[src/include/gpio_notify_pkg.sv]
package gpio_notify_pkg;

  localparam int          NUM_PINS        = 6;
  localparam int          REG_W           = 12;

  // register byte offsets on the APB
  localparam logic [7:0]  OFF_FUNC        = 8'h00;
  localparam logic [7:0]  OFF_DIR         = 8'h04;
  localparam logic [7:0]  OFF_SET         = 8'h08;
  localparam logic [7:0]  OFF_CLEAR       = 8'h0c;
  localparam logic [7:0]  OFF_LEVEL       = 8'h10;
  localparam logic [7:0]  OFF_MASK        = 8'h14;
  localparam logic [7:0]  OFF_FORMAT      = 8'h18;
  localparam logic [7:0]  OFF_PULLUP      = 8'h1c;
  localparam logic [7:0]  OFF_UART_STAT   = 8'h20;

  // pin-function field layout
  localparam int          FUNC_MODE_LSB   = 0;
  localparam int          FUNC_MODE_W     = 3;
  localparam int          FUNC_POL_BIT    = 3;
  localparam int          FUNC_USED_W     = 4;

  // pin-function mode codes
  localparam logic [2:0]  MODE_GPIO       = 3'b000;
  localparam logic [2:0]  MODE_RTS_CTS    = 3'b001;
  localparam logic [2:0]  MODE_DTR_DSR    = 3'b010;
  localparam logic [2:0]  MODE_XCVR_TX    = 3'b011;
  localparam logic [2:0]  MODE_XCVR_ADDR  = 3'b100;

  // reset values
  localparam logic [11:0] RST_FUNC        = 12'h000;
  localparam logic [11:0] RST_DIR         = 12'h000;
  localparam logic [11:0] RST_DRIVE       = 12'h000;
  localparam logic [11:0] RST_MASK        = 12'h03f;
  localparam logic [11:0] RST_FORMAT      = 12'h000;
  localparam logic [11:0] RST_PULLUP      = 12'h000;

  // notification packet
  localparam int          PKT_BYTES       = 10;
  localparam logic [7:0]  PKT_REQ_TYPE    = 8'ha1;
  localparam logic [7:0]  PKT_NOTIFY_CODE = 8'h20;
  localparam logic [15:0] PKT_VALUE       = 16'h0000;
  localparam logic [15:0] PKT_INDEX       = 16'h0000;
  localparam logic [15:0] PKT_LENGTH      = 16'h0002;
  localparam int          PKT_DATA_OFF    = 8;

  // extended data field pin positions
  localparam int          EXT_PIN5_BIT    = 14;
  localparam int          EXT_PIN4_BIT    = 13;
  localparam int          EXT_PIN3_BIT    = 12;
  localparam int          EXT_PIN0_BIT    = 11;
  localparam int          EXT_PIN2_BIT    = 9;
  localparam int          EXT_PIN1_BIT    = 8;

  typedef enum logic [1:0] {
    NS_IDLE = 2'b00,
    NS_SEND = 2'b01,
    NS_DONE = 2'b11
  } notify_state_e;

endpackage

[src/include/notify_if.sv]
interface notify_if;
  import gpio_notify_pkg::*;
  logic              start;
  logic [15:0]       data_field;
  logic              busy;
  logic [7:0]        tdata;
  logic              tvalid;
  logic              tlast;
  logic              tready;

  modport core (
    output start,
    output data_field,
    input  busy
  );
  modport packer (
    input  start,
    input  data_field,
    output busy,
    output tdata,
    output tvalid,
    output tlast,
    input  tready
  );
endinterface

[src/core/gpio_port_change_notify.sv]
// How it works
// - polarity bit 0 drives transceiver enable low in transmit, 1 drives it high
// - pin-function bits 11:4 are written zero; their reads mean nothing
// - direction bit 0 makes a free pin input, 1 makes it output
// - set register write drives output pins high for ones, low for zeros
// - set register writes leave input pins untouched
// - clear register ones drive output pins low; zeros keep the level
// - set and clear bits 11:6 are unused and written zero
// - level readback register returns present level of all six pins
// - mask bit 0 lets a pin change send a notification, 1 stops it
// - mask affects neither readback nor pin levels carried in packets
// - format bit 0 picks standard data layout, 1 picks extended pin layout
// - packet starts with fixed eight-byte header: a1, 20, zero, zero, length 2
// - two-byte data field follows at byte 8, little-endian
// - standard data: overrun, parity, framing, ring, break, dsr, cd in bits 6:0
// - overrun bit reports received data lost to an internal overrun
// - extended data adds pins 5,4,3,0,2,1 at bits 14,13,12,11,9,8
// - pull-up bits enable pull-ups on pins 5:0, receive bit 6, transmit bit 7
// - modes 001, 010 take flow-control pins; 011 and 100 give pin 5 to transceiver
module gpio_port_change_notify
  import gpio_notify_pkg::*;
#(
  parameter int PINS = NUM_PINS
) (
  // clock and reset
  input  wire logic            pclk,
  input  wire logic            presetn,
  // apb slave
  input  wire logic            psel,
  input  wire logic            penable,
  input  wire logic            pwrite,
  input  wire logic [7:0]      paddr,
  input  wire logic [31:0]     pwdata,
  output logic      [31:0]     prdata,
  output logic                 pready,
  output logic                 pslverr,
  // general pins
  input  wire logic [PINS-1:0] general_pin_n_in,
  output logic      [PINS-1:0] general_pin_n_out,
  output logic      [PINS-1:0] general_pin_n_oe,
  output logic      [7:0]      pullup_en,
  // uart side
  input  wire logic            uart_transmitting,
  input  wire logic            uart_addr_matched,
  input  wire logic            rts_flow_level,
  input  wire logic            dtr_flow_level,
  input  wire logic [6:0]      uart_line_status,
  // interrupt endpoint byte stream
  output logic      [7:0]      notify_tdata,
  output logic                 notify_tvalid,
  output logic                 notify_tlast,
  input  wire logic            notify_tready,
  input  wire logic            uart_status_event
);
  if (PINS != NUM_PINS) begin : g_bad_pins
    $error("pin map is fixed at six general pins");
  end

  logic [REG_W-1:0] func_reg;
  logic [REG_W-1:0] dir_reg;
  logic [PINS-1:0]  drive_reg;
  logic [PINS-1:0]  drive_next;
  logic [PINS-1:0]  mask_reg;
  logic             format_reg;
  logic [7:0]       pullup_reg;
  logic [PINS-1:0]  pin_sync_lvl;
  logic [PINS-1:0]  pin_prev_reg;
  logic             pending_reg;
  logic [2:0]       prime_reg;
  logic [31:0]      prdata_reg;

  // ---------------- apb decode
  wire        wr_en   = psel && penable && pwrite;
  wire        rd_en   = psel && penable && !pwrite;
  wire        hit_func   = (paddr == OFF_FUNC);
  wire        hit_dir    = (paddr == OFF_DIR);
  wire        hit_set    = (paddr == OFF_SET);
  wire        hit_clear  = (paddr == OFF_CLEAR);
  wire        hit_level  = (paddr == OFF_LEVEL);
  wire        hit_mask   = (paddr == OFF_MASK);
  wire        hit_format = (paddr == OFF_FORMAT);
  wire        hit_pullup = (paddr == OFF_PULLUP);
  wire        hit_ustat  = (paddr == OFF_UART_STAT);
  wire        hit_any    = hit_func | hit_dir | hit_set | hit_clear | hit_level |
                           hit_mask | hit_format | hit_pullup | hit_ustat;
  wire        wr_set     = wr_en && hit_set;
  wire        wr_clear   = wr_en && hit_clear;

  // ---------------- pin-function decode
  wire [2:0]  mode       = func_reg[FUNC_MODE_LSB +: FUNC_MODE_W];
  wire        xcvr_pol   = func_reg[FUNC_POL_BIT];
  wire        mode_rc    = (mode == MODE_RTS_CTS);
  wire        mode_dd    = (mode == MODE_DTR_DSR);
  wire        mode_xc    = (mode == MODE_XCVR_TX) || (mode == MODE_XCVR_ADDR);

  // pins taken by a dedicated role ignore direction and drive registers
  wire [PINS-1:0] dedicated = {mode_rc | mode_xc, mode_rc, mode_dd, mode_dd, 2'b00};

  // mode 100 only turns the transceiver round after an address match
  wire        xcvr_active = uart_transmitting &&
                            ((mode == MODE_XCVR_TX) || uart_addr_matched);
  wire        transceiver_direction_out = xcvr_pol ? xcvr_active : !xcvr_active;

  // ---------------- pin outputs
  always_comb begin
    general_pin_n_out = drive_reg;
    general_pin_n_oe  = dir_reg[PINS-1:0] & ~dedicated;
    if (mode_rc) begin
      general_pin_n_out[5] = rts_flow_level;
      general_pin_n_oe[5]  = 1'b1;
      general_pin_n_oe[4]  = 1'b0;
    end
    if (mode_dd) begin
      general_pin_n_out[3] = dtr_flow_level;
      general_pin_n_oe[3]  = 1'b1;
      general_pin_n_oe[2]  = 1'b0;
    end
    if (mode_xc) begin
      general_pin_n_out[5] = transceiver_direction_out;
      general_pin_n_oe[5]  = 1'b1;
    end
  end

  assign pullup_en = pullup_reg;

  // ---------------- drive latch, per pin
  genvar g;
  generate
    for (g = 0; g < PINS; g++) begin : g_drive
      wire is_out = dir_reg[g] && !dedicated[g];
      always_comb begin
        drive_next[g] = drive_reg[g];
        if (wr_set && is_out) begin
          drive_next[g] = pwdata[g];
        end else if (wr_clear && is_out && pwdata[g]) begin
          drive_next[g] = 1'b0;
        end
      end
    end
  endgenerate

  // ---------------- register writes
  always_ff @(posedge pclk or negedge presetn) begin
    if (!presetn) begin
      func_reg   <= RST_FUNC;
      dir_reg    <= RST_DIR;
      drive_reg  <= RST_DRIVE[PINS-1:0];
      mask_reg   <= RST_MASK[PINS-1:0];
      format_reg <= RST_FORMAT[0];
      pullup_reg <= RST_PULLUP[7:0];
    end else begin
      drive_reg <= drive_next;
      if (wr_en && hit_func) begin
        // upper bits are kept as written; they steer nothing
        func_reg <= pwdata[REG_W-1:0];
      end
      if (wr_en && hit_dir) begin
        dir_reg <= pwdata[REG_W-1:0];
      end
      if (wr_en && hit_mask) begin
        mask_reg <= pwdata[PINS-1:0];
      end
      if (wr_en && hit_format) begin
        format_reg <= pwdata[0];
      end
      if (wr_en && hit_pullup) begin
        pullup_reg <= pwdata[7:0];
      end
    end
  end

  // ---------------- pin sampling
  pin_sync #(
    .W (PINS)
  ) u_sync (
    .clk   (pclk),
    .rst_n (presetn),
    .d     (general_pin_n_in),
    .q     (pin_sync_lvl)
  );

  // history is trusted only once the synchroniser and history have filled,
  // so the reset-to-idle step of the pins is never seen as a change
  wire [PINS-1:0] changed    = (pin_sync_lvl ^ pin_prev_reg) & {PINS{prime_reg[2]}};
  wire            pin_event  = |(changed & ~mask_reg);
  wire            trigger    = pin_event || uart_status_event;

  // ---------------- packet data field
  wire [15:0] std_field = {9'h000, uart_line_status};
  wire [15:0] ext_field = {1'b0,
                           pin_sync_lvl[5], pin_sync_lvl[4], pin_sync_lvl[3],
                           pin_sync_lvl[0], 1'b0,
                           pin_sync_lvl[2], pin_sync_lvl[1],
                           1'b0, uart_line_status};
  wire [15:0] field_sel = format_reg ? ext_field : std_field;

  notify_if nif ();

  wire launch = pending_reg && !nif.busy;
  assign nif.start      = launch;
  assign nif.data_field = field_sel;
  assign nif.tready     = notify_tready;
  assign notify_tdata   = nif.tdata;
  assign notify_tvalid  = nif.tvalid;
  assign notify_tlast   = nif.tlast;

  notify_packer u_packer (
    .clk   (pclk),
    .rst_n (presetn),
    .nif   (nif.packer)
  );

  // a change while a packet is in flight queues exactly one more
  always_ff @(posedge pclk or negedge presetn) begin
    if (!presetn) begin
      pin_prev_reg <= '0;
      prime_reg    <= 3'b000;
      pending_reg  <= 1'b0;
    end else begin
      pin_prev_reg <= pin_sync_lvl;
      prime_reg    <= {prime_reg[1:0], 1'b1};
      // a new trigger wins over the launch that clears the request
      if (trigger) begin
        pending_reg <= 1'b1;
      end else if (launch) begin
        pending_reg <= 1'b0;
      end
    end
  end

  // ---------------- apb read
  wire [31:0] rd_mux =
      hit_func   ? {20'h00000, func_reg}                    :
      hit_dir    ? {20'h00000, dir_reg}                     :
      hit_set    ? {26'h0000000, drive_reg}                 :
      hit_level  ? {26'h0000000, pin_sync_lvl}              :
      hit_mask   ? {26'h0000000, mask_reg}                  :
      hit_format ? {31'h00000000, format_reg}               :
      hit_pullup ? {24'h000000, pullup_reg}                 :
      hit_ustat  ? {25'h0000000, uart_line_status}          :
                   32'h00000000;

  always_ff @(posedge pclk or negedge presetn) begin
    if (!presetn) begin
      prdata_reg <= 32'h00000000;
    end else if (psel && !penable && !pwrite) begin
      prdata_reg <= rd_mux;
    end
  end

  // the set-up cycle latches read data, so the access phase answers at once
  assign prdata  = prdata_reg;
  assign pready  = 1'b1;
  assign pslverr = psel && penable && !hit_any;

  // bits 11:6 of set and clear are dropped, as they carry no pin
  wire unused_hi = ^{pwdata[31:PINS], rd_en};
endmodule

[src/core/pin_sync.sv]
module pin_sync #(
  parameter int W = 8
) (
  input  wire logic         clk,
  input  wire logic         rst_n,
  input  wire logic [W-1:0] d,
  output logic      [W-1:0] q
);
  logic [W-1:0] meta_reg;

  if (W < 1) begin : g_bad_width
    $error("pin_sync width must be positive");
  end

  // first stage feeds only the second stage
  always_ff @(posedge clk or negedge rst_n) begin
    if (!rst_n) begin
      meta_reg <= '0;
      q        <= '0;
    end else begin
      meta_reg <= d;
      q        <= meta_reg;
    end
  end
endmodule

[src/core/notify_packer.sv]
module notify_packer
  import gpio_notify_pkg::*;
(
  input  wire logic clk,
  input  wire logic rst_n,
  notify_if.packer  nif
);
  notify_state_e state_reg;
  notify_state_e state_next;
  logic [3:0]    idx_reg;
  logic [3:0]    idx_next;
  logic [15:0]   data_reg;
  logic [7:0]    byte_sel;

  localparam logic [3:0] LAST_IDX = 4'(PKT_BYTES - 1);

  // header then data, every multi-byte field low byte first
  // the byte is picked for the next index, so registered tdata always matches idx_reg
  always_comb begin
    case (idx_next)
      4'h0:    byte_sel = PKT_REQ_TYPE;
      4'h1:    byte_sel = PKT_NOTIFY_CODE;
      4'h2:    byte_sel = PKT_VALUE[7:0];
      4'h3:    byte_sel = PKT_VALUE[15:8];
      4'h4:    byte_sel = PKT_INDEX[7:0];
      4'h5:    byte_sel = PKT_INDEX[15:8];
      4'h6:    byte_sel = PKT_LENGTH[7:0];
      4'h7:    byte_sel = PKT_LENGTH[15:8];
      4'h8:    byte_sel = data_reg[7:0];
      4'h9:    byte_sel = data_reg[15:8];
      default: byte_sel = 8'h00;
    endcase
  end

  always_comb begin
    state_next = state_reg;
    idx_next   = idx_reg;
    case (state_reg)
      NS_IDLE: begin
        if (nif.start) begin
          state_next = NS_SEND;
          idx_next   = 4'h0;
        end
      end
      NS_SEND: begin
        if (nif.tready) begin
          if (idx_reg == LAST_IDX) begin
            state_next = NS_DONE;
          end else begin
            idx_next = idx_reg + 4'h1;
          end
        end
      end
      NS_DONE: state_next = NS_IDLE;
      default: state_next = NS_IDLE;
    endcase
  end

  always_ff @(posedge clk or negedge rst_n) begin
    if (!rst_n) begin
      state_reg <= NS_IDLE;
      idx_reg   <= 4'h0;
      data_reg  <= 16'h0000;
      nif.tdata <= 8'h00;
    end else begin
      state_reg <= state_next;
      idx_reg   <= idx_next;
      // data is captured once so a packet never mixes two snapshots
      if (state_reg == NS_IDLE && nif.start) begin
        data_reg <= nif.data_field;
      end
      nif.tdata <= byte_sel;
    end
  end

  assign nif.tvalid = (state_reg == NS_SEND);
  assign nif.tlast  = (state_reg == NS_SEND) && (idx_reg == LAST_IDX);
  assign nif.busy   = (state_reg != NS_IDLE);
endmodule

[config.mk]
export PLATFORM = sky130hd
export DESIGN_NAME = gpio_port_change_notify
export DESIGN_NICKNAME = d
export VERILOG_FILES = /design/src/include/gpio_notify_pkg.sv /design/src/include/notify_if.sv /design/src/core/gpio_port_change_notify.sv /design/src/core/pin_sync.sv /design/src/core/notify_packer.sv
export SDC_FILE = /design/constraint.sdc
export NUM_CORES = 1
export LEC_CHECK = 0
export ABC_AREA = 0
export BUFFER_PORTS_ARGS = -buffer_cell sky130_fd_sc_hd__clkbuf_2
export CAP_MARGIN = 20
export CORE_ASPECT_RATIO = 1.5
export CORE_MARGIN = 4
export CORE_UTILIZATION = 58
export DETAILED_ROUTE_END_ITERATION = 16
export PLACE_DENSITY = 0.86
export SLEW_MARGIN = 40
export SYNTH_ARGS = -nofsm -noshare
export SYNTH_HDL_FRONTEND = slang
export SYNTH_SLANG_ARGS = --single-unit
[constraint.sdc]
create_clock -name pclk -period 5.7 [get_ports pclk]
set_clock_uncertainty 0.15 [all_clocks]
set_input_delay 0.855 -clock pclk [delete_from_list [all_inputs] [get_ports pclk]]
set_output_delay 0.855 -clock pclk [all_outputs]
set_load 0.05 [all_outputs]
==> reports/qor.txt, run 1 <==
Number of synthesized flops with an enable pin: 0
Crit path time final: 3670 ps
Global-route wire length before repair: 19300 um
Worst Path Arrival: 2660 ps
Setup crit start: paddr[5]
Storage cell area: 0.00266 mm^2
Final ANT Viol Nets: 0
Hold Crit Class: reg2reg
Ant diodes: 0
Post-synth top flop: dfrtp_1
WS Path Type: in2out
Clock tree buffer depth: 2
Synthesized cell area: 0.00518 mm^2
Yosys cell types: 64
Crit path max fanout: 9
Critical path cell sequence: clkbuf_2, or4b_1, a2111oi_0, nor3_1, clkbuf_2
CORE AREA: 0.00878 mm^2
Worst hold start: u_sync.meta_reg[5]
Reg2reg start: u_packer.state_reg[0]
Mean Syn Cell Area: 10.9 um^2
Worst endpoint required time: 4700 ps
Routability congestion estimate: 0.979
Layout cell share with drive strength beyond 1: 31.0%
# setup viols final: 0
Routed WL: 12100 um
Clk sink count: 106
Ports: 128
Global route overflow: 0
Max FFs per register: 13
Slew HR: 48.1%
MaxCap Viol Count: 0
Postcts setup bufs: 0
RSZ-0062 raised after global routing: false
Comb power frac: 24.9%
Nets: 610
Sw power: 0.689 mW
Setup slack at placement: 2170 ps
Peak VDD IR: 0.000284 V
Setup TNS: 0 ps
Status: finished clean
Final cycle utilization of the critical path: 64.4%
Port Buffers: 86
Final worst setup slack: 2030 ps
Largest net degree at the start of global routing: 63
Die height: 124 um
WL/cell: 18.4 um
Worst slew pin tran: 778 ps
CTS tree: yes
Yosys reg bits: 106
Asr flop ratio synth: 100%
Power Density: 339 mW/mm^2
Clk Latency, worst-skew pair: 350 ps
Max Clk Rate: 0.273 GHz
Clock share of power: 29.7%
First-pass iteration count of the detailed router: 8
Layout area overhead: 12.3%
Max Used Layer: met4
Critical path capture point type: output pin
DRC Markers: 0
Yosys warns: 0
Critical-path top delay cell: or4b_1
Die span in x: 85.2 um
Vias per inst: 5.95
Core Util, Final: 66.3%
WHS: 199 ps
Metal2 WL: 6150 um
Hold Vio Cnt, Final: 0
Initial antenna violation count: 0
Synth Instances: 474
Seq pwr share: 45.3%
Int Pwr: 1.29 mW
Clock slew at reported path FFs: 60 ps
Full die area: 0.0105 mm^2
DR vias: 3920
# fillers: 686
Row count: 42
Net Sw Frac: 34.9%
CP Launch Type: input port
Worst path max stage delay: 730 ps
Register area share after synthesis: 51.3%
Detailed Place HPWL: 8570 um
M1 WL: 4590 um
Final instance count without filler cells: 659
CTS root buf: clkbuf_16
Cts bufs inserted: 9
Max-slew violations: 0
CTS HTree Levels: 3
Met3 WL post-DR: 886 um
Area of the multi-input gates: 0.00225 mm^2
Number of global-route vias before repair: 3832
Starting Density: 59.1%
Post-CTS sizing: 0
Inst Count DP: 643
Leakage: 2.75 nW
CP most frequent cell: clkbuf_2
Number of DRC markers in iteration 0: 282
GR Util All Layers: 23.7%
Hold-fix buffers, CTS: 0
-- cells by family after synthesis --
kind of cell             after synthesis  synth area share [%]
AO/OA/AOI/OAI                        100                  12.2
flip-flops                           106                  51.3
buffers and inverters                 60                  6.88
AND/OR/NAND/NOR                      143                  15.5
XOR/XNOR                               6                  1.01
adder cells (fa/ha/maj)                2                 0.483
other                                  2                 0.145
multiplexers                          55                  12.5
-- stage by stage --
stage | power, mW | instance area [um^2]
3_3_place_gp | 1.37 | 5530
5_1_grt | 2.07 | 5820
2_1_floorplan | 1.27 | 5260
4_1_cts | 1.98 | 5810
6_report | 1.97 | 5820
3_5_place_dp | 1.39 | 5530
-- power by group through the flow --
stage	Sequential, mW	Clock (mW)	Combinational (mW)
2_1_floorplan	0.998	0	0.271
3_3_place_gp	0.899	0	0.471
3_5_place_dp	0.907	0	0.488
4_1_cts	0.894	0.594	0.493
5_1_grt	0.905	0.624	0.536
6_report	0.895	0.587	0.492
-- synthesized netlist by cell type, drive strengths merged, types with 2 or more instances --
| cell | count | area, um^2 |
|---|---|---|
| or3b | 2 | 17.5 |
| mux2i | 8 | 80.1 |
| o221ai | 5 | 43.8 |
| o21ai | 14 | 70.1 |
| dfstp | 6 | 158 |
| nor3b | 6 | 45.0 |
| a222oi | 2 | 20.0 |
| and3 | 4 | 26.3 |
| nor2b | 7 | 43.8 |
| clkbuf | 10 | 37.5 |
| nand3 | 9 | 45.0 |
| a21oi | 38 | 190 |
| and2 | 2 | 12.5 |
| o211ai | 3 | 22.5 |
| mux2 | 47 | 567 |
| nand2 | 45 | 179 |
| xnor2 | 6 | 52.6 |
| o22ai | 4 | 25.0 |
| nor3 | 7 | 46.3 |
| nor2 | 24 | 90.1 |
| nand3b | 5 | 37.5 |
| dfrtp | 100 | 2500 |
| a211o | 2 | 17.5 |
| ha | 2 | 25.0 |
| a31oi | 13 | 81.3 |
| nor4 | 4 | 61.3 |
| nand2b | 8 | 50.1 |
| a22oi | 4 | 30.0 |
| a2bb2oi | 5 | 43.8 |
| or3 | 12 | 76.3 |
| inv | 11 | 41.3 |
| o31ai | 2 | 15.0 |
| buf | 39 | 278 |
| conb | 2 | 7.51 |
-- critical path: cells and delay by family --
kind            cells  cell delay [ps]
compound gates      1              520
buf+inv             2              420
simple gates        2              860
-- final timing paths --
path	to	slack, ps	cells after the start
setup / recovery	pslverr	2030	5
hold / removal	u_sync.q[5]	200	0
setup reg to reg	u_packer.nif.tdata[1]	3170	5
hold reg to reg	u_sync.q[5]	200	0
max in group asynchronous	pullup_en[7]	4130	2
min in group asynchronous	u_packer.state_reg[1]	340	1
-- layer usage --
metal	vias to the layer above	GRT usage [%]
li1	1785	-
met1	1897	29.5
met2	199	39.1
met3	39	5.49
met4	0	11.0
met5	-	0
-- cell type report --
class / instances / area share [%]
multi-input cells: 328 / 38.7
clock inverters: 6 / 0.860
clock buffers: 10 / 3.93
well taps: 110 / 2.36
repair buffers: 88 / 7.76
inverters: 11 / 0.709
flip-flops and latches: 106 / 45.7
-- cell usage in the layout, fill, tap and decap left out, types with 7 or more instances in the layout --
cell type / Yosys / layout
a21oi_1: 38 / 38
nand3_1: 9 / 9
mux2_2: 37 / 37
nor2b_1: 7 / 7
inv_1: 10 / 10
nor2_1: 24 / 24
mux2i_1: 8 / 8
o21ai_0: 14 / 14
conb_1: 2 / 22
dfrtp_1: 100 / 100
a31oi_1: 13 / 13
or3_1: 11 / 11
clkbuf_16: 0 / 9
mux2_4: 10 / 10
clkbuf_2: 0 / 85
nand2_1: 43 / 43
nand2b_1: 8 / 8
No activity file was read; power rests on OpenSTA's default activity.
==> inputs of run 2 (changes only) <==
CORE_UTILIZATION = 54   (was 58)
PLACE_DENSITY = 0.81   (was 0.86)
clock period = 3.49 ns   (was 5.7 ns; I/O delays follow)
==> reports/qor.txt, run 2 (synthesis gave the netlist of run 1 again) <==
Crit path time final: 2910 ps
Cts bufs inserted: 9
Die span in x: 88.0 um
Leading cell type in the layout, fill and taps excluded: dfrtp_1
Full die area: 0.0113 mm^2
Nets: 614
Routability congestion estimate: 0.898
Slew HR: 49.4%
Postcts setup bufs: 0
RSZ-0062 raised after global routing: false
Max Clk Rate: 0.344 GHz
Clock slew at reported path FFs: 70 ps
Worst Path Arrival: 2230 ps
Critical-path top delay cell: or4b_1
Detailed Place HPWL: 8820 um
Power Density: 564 mW/mm^2
Layout cell share with drive strength beyond 1: 31.5%
Worst slew pin tran: 759 ps
Ports: 128
Setup TNS: 0 ps
Routed WL: 12100 um
Global route overflow: 0
CTS tree: yes
Crit path max fanout: 9
Leakage: 2.80 nW
Reg2reg start: u_packer.state_reg[0]
# setup viols final: 0
Reg2reg end: u_packer.nif.tdata[1]
Vias per inst: 5.78
GR Util All Layers: 22.3%
Largest net degree at the start of global routing: 58
Final cycle utilization of the critical path: 83.3%
Max-slew violations: 0
Worst endpoint required time: 2820 ps
WP buf/inv: 2
Most frequent cells in the layout: dfrtp_1, clkbuf_2, nand2_1
CTS HTree Levels: 3
Ant diodes: 0
Layout area overhead: 13.9%
CP most frequent cell: clkbuf_2
Clk Latency, worst-skew pair: 350 ps
Core Util, Final: 63.4%
DRC Markers: 0
Hold Vio Cnt, Final: 0
Hold-fix buffers, CTS: 0
Critical path capture point type: output pin
Number of DRC markers in iteration 0: 264
Global-route wire length before repair: 19200 um
Hold Crit Class: in2async
Register-to-Register Path Depth: 5
Clock tree buffer depth: 2
Peak VDD IR: 0.000500 V
Max FFs per register: 13
CORE AREA: 0.00931 mm^2
Status: finished clean
Number of global-route vias before repair: 3751
MaxCap Viol Count: 0
Critical path cell sequence: clkbuf_2, or4b_1, a2111oi_0, nor3_1, clkbuf_2
Row count: 43
Final ANT Viol Nets: 0
Starting Density: 55.7%
DR vias: 3842
Largest delay share family, worst path: simple AND/OR/NAND/NOR gates
WS Path Type: in2out
R2r setup slk: 1060 ps
Initial antenna violation count: 0
Port Buffers: 86
First-pass iteration count of the detailed router: 5
Die height: 128 um
Clk sink count: 106
CP Launch Type: input port
Post-CTS sizing: 0
CTS root buf: clkbuf_16
Worst path max stage delay: 730 ps
WL/cell: 18.2 um
[run 2: metal layers]
layer,global-route usage [%],share of wire (%)
met1,28.9,39
met2,35.7,51
met3,4.50,6.2
met4,10.4,3.9
met5,0,0
[run 2: stage by stage]
stage	cell area, um^2	power (mW)	hold slack (ps)	worst slack (ps)	cells
2_1_floorplan	5260	2.07	77.9	630	494
3_3_place_gp	5580	2.25	182	598	649
3_5_place_dp	5580	2.28	185	580	649
4_1_cts	5900	3.34	100	576	665
5_1_grt	5900	3.49	114	421	665
6_report	5900	3.33	63.5	583	665
[run 2: layout make-up]
cell class | count | area [um^2]
Clock buffer | 9 | 225
Clock inverter | 7 | 95.1
Fill cell | 742 | 3400
Multi-Input combinational cell | 328 | 2250
Sequential cell | 106 | 2660
Timing Repair Buffer | 92 | 490
Tap cell | 112 | 140
Inverter | 11 | 41.3
[run 2: report_power, final]
part           internal [mW]  total (mW)  switching [mW]  leakage, nW
clock                  0.579        1.07           0.494        0.157
sequential              1.37        1.45          0.0881         1.35
combinational          0.241       0.803           0.562         1.29
[run 2: worst max-delay path by stage]
stage          startpoint      end  cells past startpoint
6_report         paddr[5]  pslverr                      5
4_1_cts          paddr[5]  pslverr                      5
3_3_place_gp     paddr[5]  pslverr                      5
2_1_floorplan    paddr[2]  pslverr                      5
5_1_grt          paddr[5]  pslverr                      5
3_5_place_dp     paddr[5]  pslverr                      5
